[config.mk]
export PLATFORM = sky130hd
export DESIGN_NAME = hwmon_fan_smi_control_regs
export DESIGN_NICKNAME = d
export VERILOG_FILES = /design/src/rtl/hwmon_pkg.sv /design/src/rtl/adc_rate_divider.sv /design/src/rtl/hwmon_fan_smi_control_regs.sv
export SDC_FILE = /design/constraint.sdc
export NUM_CORES = 1
export LEC_CHECK = 0
export ABC_CLOCK_PERIOD_IN_PS = 2100
export BUFFER_PORTS_ARGS = -buffer_cell sky130_fd_sc_hd__buf_2
export CORE_MARGIN = 1.5
export CORE_UTILIZATION = 47
export DETAILED_ROUTE_END_ITERATION = 7
export PLACE_DENSITY_LB_ADDON = 0.3
export SLEW_MARGIN = 20
export SYNTH_ARGS = -nofsm -noshare
export SYNTH_HDL_FRONTEND = slang
export SYNTH_HIERARCHICAL = 1
export SYNTH_SLANG_ARGS = --single-unit
[constraint.sdc]
create_clock -name aclk -period 2.1 [get_ports aclk]
set_clock_uncertainty 0.2 [all_clocks]
set_input_delay 0.525 -clock aclk [delete_from_list [all_inputs] [get_ports aclk]]
set_output_delay 0.525 -clock aclk [all_outputs]
set_load 0.02 [all_outputs]
[src/rtl/hwmon_pkg.sv]
// constants, offsets and types shared by the fan and smi control block
package hwmon_pkg;

   // bus geometry
   localparam int ADDR_W = 12;
   localparam int DATA_W = 32;
   localparam int TEMP_W = 8;

   // register indices; byte address is four times the index
   localparam logic [7:0] IDX_SRC_SEL  = 8'h4A;
   localparam logic [7:0] IDX_DIV_TWO  = 8'h4B;
   localparam logic [7:0] IDX_INT_CTRL = 8'h4C;
   localparam logic [7:0] IDX_PIN_CTRL = 8'h4D;
   localparam logic [7:0] IDX_BANK_SEL = 8'h4E;
   localparam logic [11:0] ADDR_SRC_SEL  = {2'h0, IDX_SRC_SEL, 2'h0};
   localparam logic [11:0] ADDR_DIV_TWO  = {2'h0, IDX_DIV_TWO, 2'h0};
   localparam logic [11:0] ADDR_INT_CTRL = {2'h0, IDX_INT_CTRL, 2'h0};
   localparam logic [11:0] ADDR_PIN_CTRL = {2'h0, IDX_PIN_CTRL, 2'h0};
   localparam logic [11:0] ADDR_BANK_SEL = {2'h0, IDX_BANK_SEL, 2'h0};
   localparam logic [11:0] ADDR_IRQ_STAT = 12'h200;
   localparam logic [11:0] ADDR_IRQ_MASK = 12'h204;
   localparam logic [11:0] ADDR_LIVE     = 12'h208;

   // values after reset
   localparam logic [7:0] RST_SRC_SEL  = 8'h00;
   localparam logic [7:0] RST_DIV_TWO  = 8'h44;
   localparam logic [7:0] RST_INT_CTRL = 8'h10;
   localparam logic [7:0] RST_PIN_CTRL = 8'h95;
   localparam logic [7:0] RST_BANK_SEL = 8'h80;

   // field positions
   localparam int SRC_SEL_LSB      = 5;
   localparam int ADC_SEL_LSB      = 4;
   localparam int AUX_DIV_LSB      = 6;
   localparam int CPU_DIVISOR_BIT_TWO_BIT   = 7;
   localparam int CPU_AUX_MODE_BIT = 6;
   localparam int SYS_ONE_SHOT_BIT = 5;
   localparam int AUX_OVT_DIS_BIT  = 4;
   localparam int CPU_OVT_DIS_BIT  = 3;
   localparam int OVT_POL_BIT      = 2;
   localparam int PIN_TACH_LSB     = 0;
   localparam int PIN_STRIDE       = 2;
   localparam int BANK_FIELD_W     = 3;
   localparam logic [2:0] BANK_ZERO = 3'h0;

   // interrupt status layout
   localparam int IRQ_SYS = 0;
   localparam int IRQ_CPU = 1;
   localparam int IRQ_AUX = 2;
   localparam int IRQ_OVT = 3;
   localparam int IRQ_W   = 4;

   // monitored temperature source codes
   typedef enum logic [2:0] {
      SRC_SYSTEM    = 3'b000,
      SRC_PROCESSOR = 3'b001,
      SRC_AUXILIARY = 3'b010,
      SRC_RESERVED  = 3'b011,
      SRC_PECI_1    = 3'b100,
      SRC_PECI_2    = 3'b101,
      SRC_PECI_3    = 3'b110,
      SRC_PECI_4    = 3'b111
   } temp_source_e;

   // converter clock timing
   localparam int CLK_HZ       = 50_000_000;
   localparam int ADC_BASE_HZ  = 22_500;
   localparam int ADC_BASE_DIV = CLK_HZ / ADC_BASE_HZ;
   localparam logic [6:0] ADC_POST_1  = 7'h01;
   localparam logic [6:0] ADC_POST_4  = 7'h04;
   localparam logic [6:0] ADC_POST_16 = 7'h10;
   localparam logic [6:0] ADC_POST_64 = 7'h40;

   // bus responses
   localparam logic [1:0] RESP_OKAY   = 2'h0;
   localparam logic [1:0] RESP_SLVERR = 2'h2;

endpackage

[src/rtl/adc_rate_divider.sv]
// converter clock tick generator, base rate divided by 1, 4, 16 or 64
`timescale 1ns/1ns
module adc_rate_divider #(
   parameter int BASE_DIV = hwmon_pkg::ADC_BASE_DIV
) (
   input  wire logic       aclk,
   input  wire logic       aresetn,
   input  wire logic [1:0] rate_sel,
   output logic            tick
);
   import hwmon_pkg::*;

   logic [15:0] base_cnt_ff;
   logic [6:0]  post_cnt_ff;
   logic [6:0]  post_lim;
   logic        base_end;
   logic        tick_ff;

   // post divide per converter clock code
   always_comb begin
      unique case (rate_sel)
         2'b00: post_lim = ADC_POST_1;
         2'b01: post_lim = ADC_POST_4;
         2'b10: post_lim = ADC_POST_16;
         2'b11: post_lim = ADC_POST_64;
      endcase
   end

   assign base_end = (base_cnt_ff == 16'(BASE_DIV - 1));

   // base prescaler free runs at the undivided rate
   always_ff @(posedge aclk) begin
      if (!aresetn || base_end) begin
         base_cnt_ff <= 16'h0000;
      end else begin
         base_cnt_ff <= base_cnt_ff + 16'h0001;
      end
   end

   // a rate change applies to the period in progress; the >= compare leaves no runt period
   always_ff @(posedge aclk) begin
      if (!aresetn) begin
         post_cnt_ff <= 7'h00;
      end else if (base_end) begin
         if (post_cnt_ff >= post_lim - 7'h01) begin
            post_cnt_ff <= 7'h00;
         end else begin
            post_cnt_ff <= post_cnt_ff + 7'h01;
         end
      end
   end

   // one-cycle tick per converter clock period
   always_ff @(posedge aclk) begin
      if (!aresetn) begin
         tick_ff <= 1'b0;
      end else begin
         tick_ff <= base_end && (post_cnt_ff >= post_lim - 7'h01);
      end
   end

   assign tick = tick_ff;

endmodule

[src/rtl/hwmon_fan_smi_control_regs.sv]
// fan source, divisor, smi/overtemp and fan pin control register bank
`timescale 1ns/1ns
module hwmon_fan_smi_control_regs #(
   parameter int ADC_BASE_DIV = hwmon_pkg::ADC_BASE_DIV
) (
   input  wire logic                          aclk,
   input  wire logic                          aresetn,
   input  wire logic [hwmon_pkg::ADDR_W-1:0]  s_axi_awaddr,
   input  wire logic                          s_axi_awvalid,
   output logic                               s_axi_awready,
   input  wire logic [hwmon_pkg::DATA_W-1:0]  s_axi_wdata,
   input  wire logic [3:0]                    s_axi_wstrb,
   input  wire logic                          s_axi_wvalid,
   output logic                               s_axi_wready,
   output logic [1:0]                         s_axi_bresp,
   output logic                               s_axi_bvalid,
   input  wire logic                          s_axi_bready,
   input  wire logic [hwmon_pkg::ADDR_W-1:0]  s_axi_araddr,
   input  wire logic                          s_axi_arvalid,
   output logic                               s_axi_arready,
   output logic [hwmon_pkg::DATA_W-1:0]       s_axi_rdata,
   output logic [1:0]                         s_axi_rresp,
   output logic                               s_axi_rvalid,
   input  wire logic                          s_axi_rready,
   input  wire logic [hwmon_pkg::TEMP_W-1:0]  system_temperature_input,
   input  wire logic [hwmon_pkg::TEMP_W-1:0]  processor_temperature_input,
   input  wire logic [hwmon_pkg::TEMP_W-1:0]  auxiliary_temperature_input,
   input  wire logic [hwmon_pkg::TEMP_W-1:0]  peci_agent_1_temp,
   input  wire logic [hwmon_pkg::TEMP_W-1:0]  peci_agent_2_temp,
   input  wire logic [hwmon_pkg::TEMP_W-1:0]  peci_agent_3_temp,
   input  wire logic [hwmon_pkg::TEMP_W-1:0]  peci_agent_4_temp,
   output logic [hwmon_pkg::TEMP_W-1:0]       processor_fan_output_1_temp,
   output logic                               processor_fan_output_1_valid,
   output logic                               converter_clock_tick,
   output logic [1:0]                         aux_fan_input_0_divisor,
   output logic                               processor_fan_input_1_divisor_bit_two,
   input  wire logic                          sys_temp_over_limit,
   input  wire logic                          cpu_temp_over_limit,
   input  wire logic                          aux_temp_over_limit,
   input  wire logic                          cpu_overtemp_event,
   input  wire logic                          aux_overtemp_event,
   output logic                               overtemp_pin,
   output logic                               management_interrupt_pin_n,
   output logic                               irq,
   input  wire logic [2:0]                    fan_pin_in,
   output logic [2:0]                         fan_pin_out,
   output logic [2:0]                         fan_pin_oe,
   output logic [2:0]                         fan_tach_level
);
   import hwmon_pkg::*;

   // control registers
   logic [7:0] src_sel_ff;
   logic [7:0] div_two_ff;
   logic [7:0] int_ctrl_ff;
   logic [7:0] pin_ctrl_ff;
   logic [7:0] bank_sel_ff;
   logic [IRQ_W-1:0] irq_stat_ff;
   logic [IRQ_W-1:0] irq_mask_ff;
   logic [IRQ_W-1:0] nxt_irq_stat;
   logic [IRQ_W-1:0] irq_set;
   logic [IRQ_W-1:0] irq_clr;

   // bus slave state
   logic              awready_ff;
   logic              wready_ff;
   logic              bvalid_ff;
   logic [1:0]        bresp_ff;
   logic              arready_ff;
   logic              rvalid_ff;
   logic [1:0]        rresp_ff;
   logic [DATA_W-1:0] rdata_ff;
   logic              aw_held_ff;
   logic              w_held_ff;
   logic [ADDR_W-1:0] awaddr_ff;
   logic [7:0]        wdata_ff;
   logic              wstrb0_ff;
   logic              wr_go;
   logic              wr_ok;
   logic              wr_lane;
   logic [DATA_W-1:0] nxt_rdata;
   logic [1:0]        nxt_rresp;

   // block state
   logic              bank_zero;
   temp_source_e      src_code;
   logic [TEMP_W-1:0] temp_ff;
   logic              temp_valid_ff;
   logic              ovt_active;
   logic              ovt_active_ff;
   logic              ovt_pin_ff;
   logic [2:0]        over_prev_ff;
   logic [2:0]        over_now;
   logic [2:0]        over_rise;
   logic [2:0]        over_fall;
   logic              irq_ff;
   logic              smi_n_ff;
   logic [1:0]        aux_div_ff;
   logic              cpu_divisor_bit_two_ff;
   logic [2:0]        pin_sync1_ff;
   logic [2:0]        pin_sync2_ff;
   logic [2:0]        pin_out_ff;
   logic [2:0]        pin_oe_ff;
   logic [2:0]        tach_ff;

   assign bank_zero = (bank_sel_ff[BANK_FIELD_W-1:0] == BANK_ZERO);

   // write fires once both address and data are held
   assign wr_go   = aw_held_ff && w_held_ff && !bvalid_ff;
   assign wr_lane = wr_go && wstrb0_ff;

   // address decode for writes; bank 0 gates the four control registers
   always_comb begin
      unique case (awaddr_ff)
         ADDR_SRC_SEL, ADDR_DIV_TWO,
         ADDR_INT_CTRL, ADDR_PIN_CTRL: wr_ok = bank_zero;
         ADDR_BANK_SEL, ADDR_IRQ_STAT,
         ADDR_IRQ_MASK, ADDR_LIVE:     wr_ok = 1'b1;
         default:                      wr_ok = 1'b0;
      endcase
   end

   // write address channel, one write in flight
   always_ff @(posedge aclk) begin
      if (!aresetn) begin
         awready_ff <= 1'b1;
         aw_held_ff <= 1'b0;
         awaddr_ff  <= '0;
      end else if (s_axi_awvalid && awready_ff) begin
         awready_ff <= 1'b0;
         aw_held_ff <= 1'b1;
         awaddr_ff  <= s_axi_awaddr;
      end else if (wr_go) begin
         aw_held_ff <= 1'b0;
      end else if (bvalid_ff && s_axi_bready) begin
         awready_ff <= 1'b1;
      end
   end

   // write data channel, only lane 0 carries register bits
   always_ff @(posedge aclk) begin
      if (!aresetn) begin
         wready_ff <= 1'b1;
         w_held_ff <= 1'b0;
         wdata_ff  <= 8'h00;
         wstrb0_ff <= 1'b0;
      end else if (s_axi_wvalid && wready_ff) begin
         wready_ff <= 1'b0;
         w_held_ff <= 1'b1;
         wdata_ff  <= s_axi_wdata[7:0];
         wstrb0_ff <= s_axi_wstrb[0];
      end else if (wr_go) begin
         w_held_ff <= 1'b0;
      end else if (bvalid_ff && s_axi_bready) begin
         wready_ff <= 1'b1;
      end
   end

   // write response; banked-out or unmapped writes answer slverr
   always_ff @(posedge aclk) begin
      if (!aresetn) begin
         bvalid_ff <= 1'b0;
         bresp_ff  <= RESP_OKAY;
      end else if (wr_go) begin
         bvalid_ff <= 1'b1;
         bresp_ff  <= wr_ok ? RESP_OKAY : RESP_SLVERR;
      end else if (s_axi_bready) begin
         bvalid_ff <= 1'b0;
      end
   end

   always_ff @(posedge aclk) begin
      if (!aresetn) begin
         src_sel_ff  <= RST_SRC_SEL;
         div_two_ff  <= RST_DIV_TWO;
         int_ctrl_ff <= RST_INT_CTRL;
         pin_ctrl_ff <= RST_PIN_CTRL;
         bank_sel_ff <= RST_BANK_SEL;
      end else if (wr_lane && wr_ok) begin
         unique case (awaddr_ff)
            ADDR_SRC_SEL:  src_sel_ff  <= wdata_ff;
            // software keeps bits 3:2 at 01
            ADDR_DIV_TWO:  div_two_ff  <= wdata_ff;
            ADDR_INT_CTRL: int_ctrl_ff <= wdata_ff;
            ADDR_PIN_CTRL: pin_ctrl_ff <= wdata_ff;
            ADDR_BANK_SEL: bank_sel_ff <= wdata_ff;
            default: ;
         endcase
      end
   end

   // mask register
   always_ff @(posedge aclk) begin
      if (!aresetn) begin
         irq_mask_ff <= '0;
      end else if (wr_lane && awaddr_ff == ADDR_IRQ_MASK) begin
         irq_mask_ff <= wdata_ff[IRQ_W-1:0];
      end
   end

   // read decode; data sits in the low byte, upper bits zero
   always_comb begin
      nxt_rdata = '0;
      nxt_rresp = RESP_OKAY;
      unique case (s_axi_araddr)
         ADDR_SRC_SEL, ADDR_DIV_TWO,
         ADDR_INT_CTRL, ADDR_PIN_CTRL: begin
            if (!bank_zero) begin
               nxt_rresp = RESP_SLVERR;
            end else if (s_axi_araddr == ADDR_SRC_SEL) begin
               nxt_rdata[7:0] = src_sel_ff;
            end else if (s_axi_araddr == ADDR_DIV_TWO) begin
               nxt_rdata[7:0] = div_two_ff;
            end else if (s_axi_araddr == ADDR_INT_CTRL) begin
               nxt_rdata[7:0] = int_ctrl_ff;
            end else begin
               nxt_rdata[7:0] = pin_ctrl_ff;
            end
         end
         ADDR_BANK_SEL: nxt_rdata[7:0] = bank_sel_ff;
         ADDR_IRQ_STAT: nxt_rdata[IRQ_W-1:0] = irq_stat_ff;
         ADDR_IRQ_MASK: nxt_rdata[IRQ_W-1:0] = irq_mask_ff;
         ADDR_LIVE:     nxt_rdata[7:0] = {3'h0, ovt_active_ff,
                                          tach_ff, temp_valid_ff};
         default:       nxt_rresp = RESP_SLVERR;
      endcase
   end

   // read channel, data registered at address acceptance
   always_ff @(posedge aclk) begin
      if (!aresetn) begin
         arready_ff <= 1'b1;
         rvalid_ff  <= 1'b0;
         rdata_ff   <= '0;
         rresp_ff   <= RESP_OKAY;
      end else if (s_axi_arvalid && arready_ff) begin
         arready_ff <= 1'b0;
         rvalid_ff  <= 1'b1;
         rdata_ff   <= nxt_rdata;
         rresp_ff   <= nxt_rresp;
      end else if (rvalid_ff && s_axi_rready) begin
         rvalid_ff  <= 1'b0;
         arready_ff <= 1'b1;
      end
   end

   assign src_code = temp_source_e'(src_sel_ff[SRC_SEL_LSB +: 3]);

   always_ff @(posedge aclk) begin
      if (!aresetn) begin
         temp_ff       <= '0;
         temp_valid_ff <= 1'b0;
      end else begin
         temp_valid_ff <= (src_code != SRC_RESERVED);
         unique case (src_code)
            SRC_SYSTEM:    temp_ff <= system_temperature_input;
            SRC_PROCESSOR: temp_ff <= processor_temperature_input;
            SRC_AUXILIARY: temp_ff <= auxiliary_temperature_input;
            SRC_RESERVED:  temp_ff <= '0;
            SRC_PECI_1:    temp_ff <= peci_agent_1_temp;
            SRC_PECI_2:    temp_ff <= peci_agent_2_temp;
            SRC_PECI_3:    temp_ff <= peci_agent_3_temp;
            SRC_PECI_4:    temp_ff <= peci_agent_4_temp;
         endcase
      end
   end

   adc_rate_divider #(
      .BASE_DIV (ADC_BASE_DIV)
   ) u_adc_rate (
      .aclk     (aclk),
      .aresetn  (aresetn),
      .rate_sel (div_two_ff[ADC_SEL_LSB +: 2]),
      .tick     (converter_clock_tick)
   );

   always_ff @(posedge aclk) begin
      if (!aresetn) begin
         aux_div_ff    <= RST_DIV_TWO[AUX_DIV_LSB +: 2];
         cpu_divisor_bit_two_ff <= RST_INT_CTRL[CPU_DIVISOR_BIT_TWO_BIT];
      end else begin
         aux_div_ff    <= div_two_ff[AUX_DIV_LSB +: 2];
         cpu_divisor_bit_two_ff <= int_ctrl_ff[CPU_DIVISOR_BIT_TWO_BIT];
      end
   end

   assign ovt_active =
      (aux_overtemp_event && !int_ctrl_ff[AUX_OVT_DIS_BIT]) ||
      (cpu_overtemp_event && !int_ctrl_ff[CPU_OVT_DIS_BIT]);

   always_ff @(posedge aclk) begin
      if (!aresetn) begin
         ovt_active_ff <= 1'b0;
         ovt_pin_ff    <= 1'b1;
      end else begin
         ovt_active_ff <= ovt_active;
         ovt_pin_ff    <= int_ctrl_ff[OVT_POL_BIT] ? ovt_active
                                                   : !ovt_active;
      end
   end

   // limit crossings seen as edges of the sensor comparisons
   assign over_now  = {aux_temp_over_limit, cpu_temp_over_limit,
                       sys_temp_over_limit};
   assign over_rise = over_now & ~over_prev_ff;
   assign over_fall = ~over_now & over_prev_ff;

   always_ff @(posedge aclk) begin
      if (!aresetn) begin
         over_prev_ff <= 3'h0;
      end else begin
         over_prev_ff <= over_now;
      end
   end

   // event sources for the sticky status bits
   always_comb begin
      irq_set = '0;
      irq_set[IRQ_SYS] = int_ctrl_ff[SYS_ONE_SHOT_BIT] ? over_rise[0]
                         : (over_rise[0] || over_fall[0]);
      if (int_ctrl_ff[CPU_AUX_MODE_BIT]) begin
         irq_set[IRQ_CPU] = over_now[1];
         irq_set[IRQ_AUX] = over_now[2];
      end else begin
         irq_set[IRQ_CPU] = over_rise[1] || over_fall[1];
         irq_set[IRQ_AUX] = over_rise[2] || over_fall[2];
      end
      irq_set[IRQ_OVT] = ovt_active && !ovt_active_ff;
   end

   // write one to clear
   assign irq_clr = (wr_lane && awaddr_ff == ADDR_IRQ_STAT)
                    ? wdata_ff[IRQ_W-1:0] : '0;
   // a set in the clearing cycle wins, so no event is dropped
   assign nxt_irq_stat = (irq_stat_ff & ~irq_clr) | irq_set;

   always_ff @(posedge aclk) begin
      if (!aresetn) begin
         irq_stat_ff <= '0;
      end else begin
         irq_stat_ff <= nxt_irq_stat;
      end
   end

   // level interrupt and its active-low management pin
   always_ff @(posedge aclk) begin
      if (!aresetn) begin
         irq_ff   <= 1'b0;
         smi_n_ff <= 1'b1;
      end else begin
         irq_ff   <= |(nxt_irq_stat & irq_mask_ff);
         smi_n_ff <= !(|(nxt_irq_stat & irq_mask_ff));
      end
   end

   // fan pins: input synchroniser, direction and level per pin
   for (genvar i = 0; i < 3; i++) begin : g_fan_pin
      localparam int TS = PIN_TACH_LSB + PIN_STRIDE * i;

      always_ff @(posedge aclk) begin
         if (!aresetn) begin
            pin_sync1_ff[i] <= 1'b0;
            pin_sync2_ff[i] <= 1'b0;
         end else begin
            pin_sync1_ff[i] <= fan_pin_in[i];
            pin_sync2_ff[i] <= pin_sync1_ff[i];
         end
      end

      always_ff @(posedge aclk) begin
         if (!aresetn) begin
            pin_oe_ff[i]  <= !RST_PIN_CTRL[TS];
            pin_out_ff[i] <= RST_PIN_CTRL[TS+1];
            tach_ff[i]    <= 1'b0;
         end else begin
            pin_oe_ff[i]  <= !pin_ctrl_ff[TS];
            pin_out_ff[i] <= pin_ctrl_ff[TS+1];
            // driven pins give no tach pulses
            tach_ff[i]    <= pin_ctrl_ff[TS] && pin_sync2_ff[i];
         end
      end
   end

   // outputs, all from flip-flops
   assign s_axi_awready = awready_ff;
   assign s_axi_wready  = wready_ff;
   assign s_axi_bvalid  = bvalid_ff;
   assign s_axi_bresp   = bresp_ff;
   assign s_axi_arready = arready_ff;
   assign s_axi_rvalid  = rvalid_ff;
   assign s_axi_rdata   = rdata_ff;
   assign s_axi_rresp   = rresp_ff;
   assign processor_fan_output_1_temp  = temp_ff;
   assign processor_fan_output_1_valid = temp_valid_ff;
   assign aux_fan_input_0_divisor      = aux_div_ff;
   assign processor_fan_input_1_divisor_bit_two = cpu_divisor_bit_two_ff;
   assign overtemp_pin               = ovt_pin_ff;
   assign management_interrupt_pin_n = smi_n_ff;
   assign irq                        = irq_ff;
   assign fan_pin_out                = pin_out_ff;
   assign fan_pin_oe                 = pin_oe_ff;
   assign fan_tach_level             = tach_ff;

endmodule

==> flow_metrics.tcl, run 1 <==
set metrics [dict create \
    status "finished clean" \
    cts.sink_count 144 \
    wl_per_cell_um 15.4 \
    htreeDepth 4 \
    yosys_most_used_dff "dfxtp_1" \
    io_buffers 143 \
    vias 6023 \
    min_period_ns 2.05 \
    rrSetupSlack_ns 0.05 \
    drcViolationCount 0 \
    drt_iter0_markers 318 \
    fp.dieW_um 125 \
    hold_path_class "in -> reg" \
    grt_max_degree 39 \
    ys_ff_latch 144 \
    row_count 44 \
    core-area_um2 14500 \
    max_slew_margin 0.567 \
    crit_path_top_delay_cell "a221o_1" \
    ctsRootBufferMaster "clkbuf_16" \
    instances_no_fill 1142 \
    ys_seq_area_frac 0.415 \
    hold_viol_final 0 \
    drt-total-wl_mm 17.6 \
    antenna_found_initial 0 \
    combPwrFrac 0.086 \
    worstPathMaxFanout 5 \
    mostFrequentLayoutCell "buf_2" \
    syn_to_final_growth_pct 28.5 \
    path_cells "nor4b_2, buf_4, and4_2, and3b_1, o21ai_0, a221o_1" \
    power_switching_w 0.00149 \
    viasPerCell 5.27 \
    synth_cell_types 67 \
    fmax_mhz 488 \
    grt_setup_unrepaired "true" \
    num_io_pins 197 \
    initial_core_util 0.480 \
    finalMaxSlewViolations 0 \
    layout-drive-gt1-share 0.292 \
    cts_buffer_depth 2 \
    place.gp.congestion 0.887 \
    reg2reg_from "awaddr_ff[4]$_SDFFE_PN0P_" \
    hold_slack_ns 0.109 \
    finalPower_w 0.00657 \
    setup-violations-final 0 \
    async_reset_ff_frac 0 \
    netlist_area_um2 6950 \
    drt_pass1_iterations 5 \
    clkSlewWorstSetupHoldPaths_ns 0.06 \
    ant_nets 0 \
    endpoint_kind "flop" \
    ys_warn_count 6 \
    power.internal_w 0.00509 \
    grt_usage 0.225 \
    diodes 0 \
    p_seq_frac 0.435 \
    hpwl_mm 12.9 \
    post-route-period-util 0.975 \
    critPathTopFamily "simple AND/OR/NAND/NOR gates" \
    r2r_cells 6 \
    peakVddDrop_mv 0.564 \
    arrival_ns 2.16 \
    cts_tree "built" \
    synth_edf_count 0 \
    max_stage_delay_ns 0.38 \
    synth_cells 754 \
    r2r-end "irq$_SDFF_PN0_" \
    numCtsBuffers 17 \
    fp.dieH_um 125 \
    pwr-share-clk 0.479 \
    path_buf_inv 1 \
    grt_pass1_wl_mm 28.2 \
    final_cell_mix "buf_2 (143), dfxtp_1 (140), nand2_1 (77)" \
    numPlacedInstances 1111 \
    synth_area_per_cell_um2 9.22 \
    critPathLaunchType "flop" \
    worst-path-stages 6 \
    cp.required_ns 2.21 \
    grt_pass1_vias 5694 \
    cts_hold_buf 0 \
    worst_pin_slew_ns 0.647 \
    p_leak_nw 3.87 \
    overflow 0 \
    finalNetCount 1088 \
    cellPowerDensity_nw_per_um2 736 \
    setup_tns_ns 0 \
    maxCapViolCount 0 \
    dieArea_um2 15500 \
    clk_latency_ns 0.42 \
    swShare 0.226 \
    worstSetupEndpoint "irq$_SDFF_PN0_" \
    crit_start "awaddr_ff[4]$_SDFFE_PN0P_" \
    crit_type "reg -> reg" \
]
## synthesized netlist by cell type, types with 3 or more instances
cell type,count,share of area
a211oi_1,3,0.0032
a21boi_0,27,0.029
a21oi_1,25,0.018
a221o_1,3,0.0043
a221oi_1,6,0.0076
a22oi_1,6,0.0065
and2_1,24,0.022
and3_1,8,0.0072
and4_1,3,0.0038
buf_4,27,0.029
buf_6,3,0.0049
clkbuf_1,32,0.017
dfxtp_1,144,0.41
ha_1,9,0.016
inv_1,18,0.0097
mux2i_1,70,0.10
nand2_1,78,0.042
nand2b_1,13,0.012
nand3_1,18,0.013
nand3b_1,3,0.0032
nand4_1,13,0.012
nand4b_1,4,0.0050
nor2_1,35,0.019
nor2b_1,47,0.042
nor3_1,7,0.0050
nor4_4,4,0.012
o211ai_1,8,0.0086
o21a_1,6,0.0065
o21ai_0,25,0.018
o221ai_1,6,0.0076
o22ai_1,4,0.0036
o2bb2ai_1,3,0.0038
o31ai_1,4,0.0043
or2_2,4,0.0036
or3_1,6,0.0054
or4_1,3,0.0032
xnor2_1,5,0.0063
xor2_1,10,0.013
## final cells by class
type | count | area [um2]
Timing Repair Buffer | 214 | 1310
Tap cell | 184 | 230
Inverter | 19 | 71.3
Clock inverter | 10 | 163
Clock buffer | 19 | 453
Fill cell | 1306 | 5550
Sequential cell | 144 | 2890
Multi-Input combinational cell | 552 | 3810
## worst register-to-register path, stage by stage, from the launching register on
cell     delay, ns
dfxtp_1       0.32
nor4b_2       0.27
buf_4         0.16
and4_2        0.30
and3b_1       0.17
o21ai_0       0.14
a221o_1       0.38
## logic make-up (layout without fill, tap and decap cells)
kind of cell / count (synthesis) / count (layout) / synth area share
XOR/XNOR: 15 / 15 / 0.0189
AND/OR/NAND/NOR: 287 / 287 / 0.235
AO/OA/AOI/OAI: 140 / 140 / 0.140
buffers and inverters: 83 / 262 / 0.0630
other: 2 / 27 / 0.00108
multiplexers: 74 / 74 / 0.111
adder cells (fa/ha/maj): 9 / 9 / 0.0162
flip-flops: 144 / 144 / 0.415
## state kept, by name (all words and copies together), names as in the netlist, 2 cells and up
register and flops:
src_sel_ff 8, over_prev_ff 3, u_adc_rate/base_cnt_ff 16, pin_sync1_ff 3, fan_pin_out 3, wdata_ff 8
irq_stat_ff 4, aux_fan_input_0_divisor 2, fan_pin_oe 3, div_two_ff 8, s_axi_rdata 8, irq_mask_ff 4
awaddr_ff 12, processor_fan_output_1_temp 8, u_adc_rate/post_cnt_ff 7, bank_sel_ff 8, int_ctrl_ff 8, fan_tach_level 3
pin_sync2_ff 3, pin_ctrl_ff 8
## worst min-delay path by stage
stage,start,to,cells after the start
2_1_floorplan,pin_sync1_ff[0]$_SDFF_PN0_,pin_sync2_ff[0]$_SDFF_PN0_,1
3_3_place_gp,pin_sync1_ff[1]$_SDFF_PN0_,pin_sync2_ff[1]$_SDFF_PN0_,1
3_5_place_dp,pin_sync1_ff[2]$_SDFF_PN0_,pin_sync2_ff[2]$_SDFF_PN0_,1
4_1_cts,fan_pin_in[1],pin_sync1_ff[1]$_SDFF_PN0_,2
5_1_grt,fan_pin_in[1],pin_sync1_ff[1]$_SDFF_PN0_,2
6_report,fan_pin_in[1],pin_sync1_ff[1]$_SDFF_PN0_,2
## power groups by stage
stage / registers [W] / logic [W] / clock network, W
after floorplan: 0.00293 / 0.000321 / 0
after global routing: 0.00287 / 0.000621 / 0.00332
after global placement: 0.00292 / 0.000551 / 0
after detailed placement: 0.00292 / 0.000557 / 0
final: 0.00286 / 0.000568 / 0.00315
after CTS: 0.00286 / 0.000561 / 0.00319
## stage by stage
| step | util | instance area [um2] | worst slack (ns) |
|---|---|---|---|
| finish | 0.617 | 8930 | 0.0515 |
| global placement | 0.569 | 8240 | -0.199 |
| detailed placement | 0.569 | 8240 | -0.226 |
| CTS | 0.613 | 8870 | 0.0143 |
| floorplan | - | 7080 | -0.0443 |
| global route | 0.617 | 8930 | -0.0660 |
## metal layers
metal,vias to the layer above,part of all wire,track usage
met5,-,0,0
met4,0,0.016,0.0778
met3,24,0.049,0.0451
met2,165,0.48,0.376
met1,2838,0.45,0.289
li1,2996,-,-
## repair_timing
item | CTS | global route
setup buffers | 0 | 2
resized for setup | 5 | 11
setup endpoints to repair | 9 | 22
pin swaps | 0 | 6
Power figures use the tool's default switching activity.
==> inputs of run 2 (changes only) <==
--- a/config.mk
+++ b/config.mk
@@ -5,12 +5,13 @@
 export SDC_FILE = /design/constraint.sdc
 export NUM_CORES = 1
 export LEC_CHECK = 0
-export ABC_CLOCK_PERIOD_IN_PS = 2100
+export ABC_CLOCK_PERIOD_IN_PS = 2400
 export BUFFER_PORTS_ARGS = -buffer_cell sky130_fd_sc_hd__buf_2
 export CORE_MARGIN = 1.5
-export CORE_UTILIZATION = 47
+export CORE_UTILIZATION = 57
 export DETAILED_ROUTE_END_ITERATION = 7
 export PLACE_DENSITY_LB_ADDON = 0.3
+export SKIP_CTS_REPAIR_TIMING = 1
 export SLEW_MARGIN = 20
 export SYNTH_ARGS = -nofsm -noshare
 export SYNTH_HDL_FRONTEND = slang
==> constraint.sdc (replaced) <==
create_clock -name aclk -period 2.4 [get_ports aclk]
set_clock_uncertainty 0.2 [all_clocks]
set_input_delay 0.6 -clock aclk [delete_from_list [all_inputs] [get_ports aclk]]
set_output_delay 0.6 -clock aclk [all_outputs]
set_load 0.02 [all_outputs]
==> run 2 against run 1 <==
- via count decreased by 0.28%
- register-to-register slack improved by 0.11 ns
- critical path depth unchanged
- core utilization increased by 8.7 points
- setup slack improved by 0.11 ns
- total power decreased by 14%
- fmax decreased by 8.6%
- critical path type unchanged
- largest cell class unchanged
==> flow_metrics.tcl, run 2 (synthesis gave the netlist of run 1 again) <==
set metrics [dict create \
    arrival_ns 2.35 \
    power_switching_w 0.00145 \
    clk_latency_ns 0.42 \
    layout-drive-gt1-share 0.245 \
    power.internal_w 0.00421 \
    fmax_mhz 446 \
    drt_pass1_iterations 5 \
    core-area_um2 12000 \
    multi_input_area_um2 3730 \
    pwr-share-clk 0.477 \
    finish.utilization 0.703 \
    instances_no_fill 1063 \
    grt_max_degree 59 \
    numPlacedInstances 1029 \
    cts_buffer_depth 2 \
    drt-total-wl_mm 17.5 \
    row_count 40 \
    worst_pin_slew_ns 0.691 \
    drt_iter0_markers 379 \
    ant_nets 0 \
    syn_to_final_growth_pct 21.0 \
    cts.sink_count 144 \
    vias 6006 \
    endpoint_kind "flop" \
    status "finished clean" \
    clkSlewWorstSetupHoldPaths_ns 0.07 \
    overflow 0 \
    crit_path_top_delay_cell "or4_1" \
    viasPerCell 5.65 \
    hold_path_class "in -> reg" \
    finalMaxSlewViolations 0 \
    worstPathMaxFanout 8 \
    setup-violations-final 0 \
    critPathLaunchType "flop" \
    ctsRootBufferMaster "clkbuf_16" \
    numCtsBuffers 17 \
    p_seq_frac 0.445 \
    min_period_ns 2.24 \
    cellPowerDensity_nw_per_um2 672 \
    diodes 0 \
    htreeDepth 4 \
    p_leak_nw 3.61 \
    num_io_pins 197 \
    wl_per_cell_um 16.5 \
    fp.dieW_um 113 \
    reg.largest.list "u_adc_rate/base_cnt_ff x16, awaddr_ff x12" \
    swShare 0.256 \
    hold_viol_final 0 \
    max_stage_delay_ns 0.53 \
    top_register "u_adc_rate/base_cnt_ff" \
    hold_slack_ns 0.180 \
    io_buffers 143 \
    grt_pass1_wl_mm 28.0 \
    combPwrFrac 0.078 \
    peakVddDrop_mv 0.631 \
    cp.required_ns 2.51 \
    final_cell_mix "dfxtp_1 (143), buf_2 (143), nand2_1 (78)" \
    dieArea_um2 12900 \
    hpwl_mm 12.2 \
    max_slew_margin 0.537 \
    n_fill_cell 931 \
    place.gp.congestion 0.880 \
    grt_usage 0.276 \
    cts_tree "built" \
    regArea_um2 2880 \
    finalNetCount 1043 \
    antenna_found_initial 0 \
    crit_type "reg -> reg" \
    path_cells "nor4_4, nand4b_2, or4_1, buf_4, mux2i_1, nand2_1" \
    maxCapViolCount 0 \
    grt_setup_unrepaired "false" \
    grt_pass1_vias 5737 \
    post-route-period-util 0.934 \
    drcViolationCount 0 \
    fp.dieH_um 113 \
    initial_core_util 0.581 \
    largest_reg_flops 16 \
]
[run 2: changes by cell type in the layout (fill, tap and decap cells not counted), sizes merged]
cell / change
buf: -45
bufinv: -2
clkbuf: -2
clkinv: +1
inv: +6
[run 2: power by group through the flow]
stage	Sequential, W	Clock, W	Combinational (W)
floorplan	0.00257	0	0.000278
global placement	0.00256	0	0.000411
detailed placement	0.00257	0	0.000425
CTS	0.00252	0.00273	0.000429
global route	0.00252	0.00283	0.000483
finish	0.00252	0.00270	0.000439
[run 2: worst max-delay path, delay by kind of cell, from the launching register on]
kind | cells | cell delay (ns)
and+or+nand+nor | 4 | 1.20
DFF | 1 | 0.34
muxes | 1 | 0.18
buffers and inverters | 1 | 0.21
[run 2: layout make-up]
class                           instances  share of cell area
Tap cell                              147              0.0219
Multi-Input combinational cell        552               0.444
Clock buffer                           17              0.0506
Sequential cell                       144               0.343
Clock inverter                         15              0.0213
Inverter                               19             0.00848
Timing Repair Buffer                  169               0.111
[run 2: final timing paths]
check	startpoint	slack, ns	depth (start not counted)	endpoint
max reg2reg	awaddr_ff[6]$_SDFFE_PN0P_	0.16	6	int_ctrl_ff[4]$_SDFFE_PN1P_
min	fan_pin_in[0]	0.18	2	pin_sync1_ff[0]$_SDFF_PN0_
max	awaddr_ff[6]$_SDFFE_PN0P_	0.16	6	int_ctrl_ff[4]$_SDFFE_PN1P_
min reg2reg	pin_sync1_ff[2]$_SDFF_PN0_	0.24	1	pin_sync2_ff[2]$_SDFF_PN0_
[run 2: metal layers]
metal,vias up,global-route usage,part of all wire
li1,2924,-,-
met1,2855,0.345,0.44
met2,201,0.474,0.50
met3,26,0.0537,0.050
met4,0,0.103,0.018
met5,-,0,0
[run 2: per-stage QoR]
stage	setup slack, ns	total power (W)	cell area, um2	setup TNS (ns)
after global placement	-0.0679	0.00297	7780	-0.205
after detailed placement	-0.0438	0.00299	7780	-0.116
after global routing	0.0452	0.00584	8410	0
final	0.159	0.00566	8410	0
after floorplan	0.0630	0.00284	7050	0
after CTS	0.0993	0.00567	8390	0
==> inputs of run 3 (changes only) <==
--- a/config.mk
+++ b/config.mk
@@ -11,6 +11,7 @@
 export CORE_UTILIZATION = 57
 export DETAILED_ROUTE_END_ITERATION = 7
 export PLACE_DENSITY_LB_ADDON = 0.3
+export RECOVER_POWER = 50
 export SKIP_CTS_REPAIR_TIMING = 1
 export SLEW_MARGIN = 20
 export SYNTH_ARGS = -nofsm -noshare
==> run 3 against run 2 <==
- fmax shrank 0.22%
- first-iteration DRC count up 2.6%
- die area is the same
- total power is essentially flat
- register-to-register slack about the same
- sequential power hardly changed
- critical path type unchanged
- via count is 0.18% higher
- final area down 0.64%
- setup slack worse by 0.0049 ns
- sequential share of layout area rose by 0.22 points
- global-route usage did not move
- largest cell class unchanged
==> flow_metrics.tcl, run 3 (synthesis gave the netlist of run 1 again) <==
set metrics [dict create \
    status "finished clean" \
    cts_tree "built" \
    top_layer_used "met4" \
    drt-total-wl_mm 17.5 \
    numCtsBuffers 17 \
    min_period_ns 2.25 \
    grt_pass1_wl_mm 28.0 \
    worst_slack_ns 0.155 \
    cts_buffer_depth 2 \
    setup-violations-final 0 \
    critPathTopFamily "simple AND/OR/NAND/NOR gates" \
    syn_to_final_growth_pct 20.2 \
    worst_pin_slew_ns 0.985 \
    peakVddDrop_mv 0.627 \
    regArea_um2 2880 \
    numPlacedInstances 1029 \
    multi_input_area_um2 3730 \
    post-route-period-util 0.936 \
    vias 6017 \
    layout-drive-gt1-share 0.202 \
    critPathLaunchType "flop" \
    n_fill_cell 958 \
    fp.dieW_um 113 \
    post-place-ws_ns -0.0438 \
    core-area_um2 12000 \
    hold_slack_ns 0.179 \
    fp.dieH_um 113 \
    mostFrequentLayoutCell "dfxtp_1" \
    max_slew_margin 0.343 \
    ctsRootBufferMaster "clkbuf_16" \
    initial_core_util 0.581 \
    crit_type "reg -> reg" \
    diodes 0 \
    maxCapViolCount 0 \
    drcViolationCount 0 \
    design_area_um2 8360 \
    clkSlewWorstSetupHoldPaths_ns 0.07 \
    wl_met3_um 855 \
    p_leak_nw 3.46 \
    grt_setup_unrepaired "false" \
    viasPerCell 5.66 \
    reg.largest.list "u_adc_rate/base_cnt_ff x16, awaddr_ff x12" \
    num_io_pins 197 \
    path_cells "nor4_4, nand4b_2, or4_1, buf_4, mux2i_1, nand2_1" \
    antenna_found_initial 0 \
    rrSetupSlack_ns 0.15 \
    crit_path_top_delay_cell "or4_1" \
    htreeDepth 4 \
    clk_latency_ns 0.43 \
    fmax_mhz 445 \
    wl_met1_mm 7.68 \
    grt_max_degree 59 \
    grt_usage 0.276 \
    hold_path_class "in -> reg" \
    arrival_ns 2.36 \
    drt_pass1_iterations 5 \
    place_area_um2 7780 \
    drt_iter0_markers 389 \
    max_stage_delay_ns 0.53 \
    io_buffers 143 \
    wl_met2_mm 8.65 \
    top_register "u_adc_rate/base_cnt_ff" \
    cellPowerDensity_nw_per_um2 677 \
    endpoint_kind "flop" \
    wl_per_cell_um 16.5 \
    cp.required_ns 2.51 \
    finalMaxSlewViolations 0 \
    hpwl_mm 12.2 \
    instances_no_fill 1063 \
    dieArea_um2 12900 \
    cts.sink_count 144 \
    grt_pass1_vias 5737 \
    finalNetCount 1043 \
    ant_nets 0 \
    worstPathMaxFanout 8 \
    hold_viol_final 0 \
    place.gp.congestion 0.880 \
    overflow 0 \
    final_cell_mix "dfxtp_1 (143), buf_2 (104), nand2_1 (78)" \
    row_count 40 \
    path_buf_inv 1 \
    largest_reg_flops 16 \
]
==> run 3: cell count changes in the layout (fill, tap and decap cells not counted), sizes merged <==
cell,previous run,this run
clkbuf,17,58
buf,169,128
==> run 3: routing by layer <==
layer,GRT usage,vias to the layer above
met1,0.345,2854
met2,0.474,211
met3,0.0537,33
met4,0.103,0
li1,-,2919
met5,0,-
==> run 3: metrics by stage <==
| step | power [W] | TNS (ns) | util |
|---|---|---|---|
| 3_3_place_gp | 0.00297 | -0.205 | 0.651 |
| 5_1_grt | 0.00583 | 0 | 0.699 |
| 2_1_floorplan | 0.00284 | 0 | - |
| 4_1_cts | 0.00567 | 0 | 0.701 |
| 6_report | 0.00566 | 0 | 0.699 |
| 3_5_place_dp | 0.00299 | -0.116 | 0.651 |
==> run 3: path summary, 6_finish.rpt <==
kind                         startpoint                           to  depth (start not counted)
min                       fan_pin_in[0]   pin_sync1_ff[0]$_SDFF_PN0_                          2
max reg2reg   awaddr_ff[6]$_SDFFE_PN0P_  int_ctrl_ff[4]$_SDFFE_PN1P_                          6
min reg2reg  pin_sync1_ff[2]$_SDFF_PN0_   pin_sync2_ff[2]$_SDFF_PN0_                          1
max           awaddr_ff[6]$_SDFFE_PN0P_  int_ctrl_ff[4]$_SDFFE_PN1P_                          6
==> run 3: worst register-to-register path, delay by kind of cell, from the launching register on <==
kind | cells | cell delay [ns]
buffers and inverters | 1 | 0.21
AND/OR/NAND/NOR | 4 | 1.20
flip-flops | 1 | 0.34
multiplexers | 1 | 0.18
==> run 3: power by group <==
| part | internal (W) | total (W) | switching, W |
|---|---|---|---|
| Clock | 0.00157 | 0.00271 | 0.00114 |
| Combinational | 0.000182 | 0.000433 | 0.000251 |
| Sequential | 0.00245 | 0.00252 | 0.0000649 |
| Total | 0.00420 | 0.00566 | 0.00145 |
==> run 3: area by class of cell <==
cell class	count	share of cell area
multi-input cells	552	0.447
repair buffers	169	0.106
clock inverters	15	0.0214
clock buffers	17	0.0509
well taps	147	0.0220
flip-flops and latches	144	0.345
inverters	19	0.00853
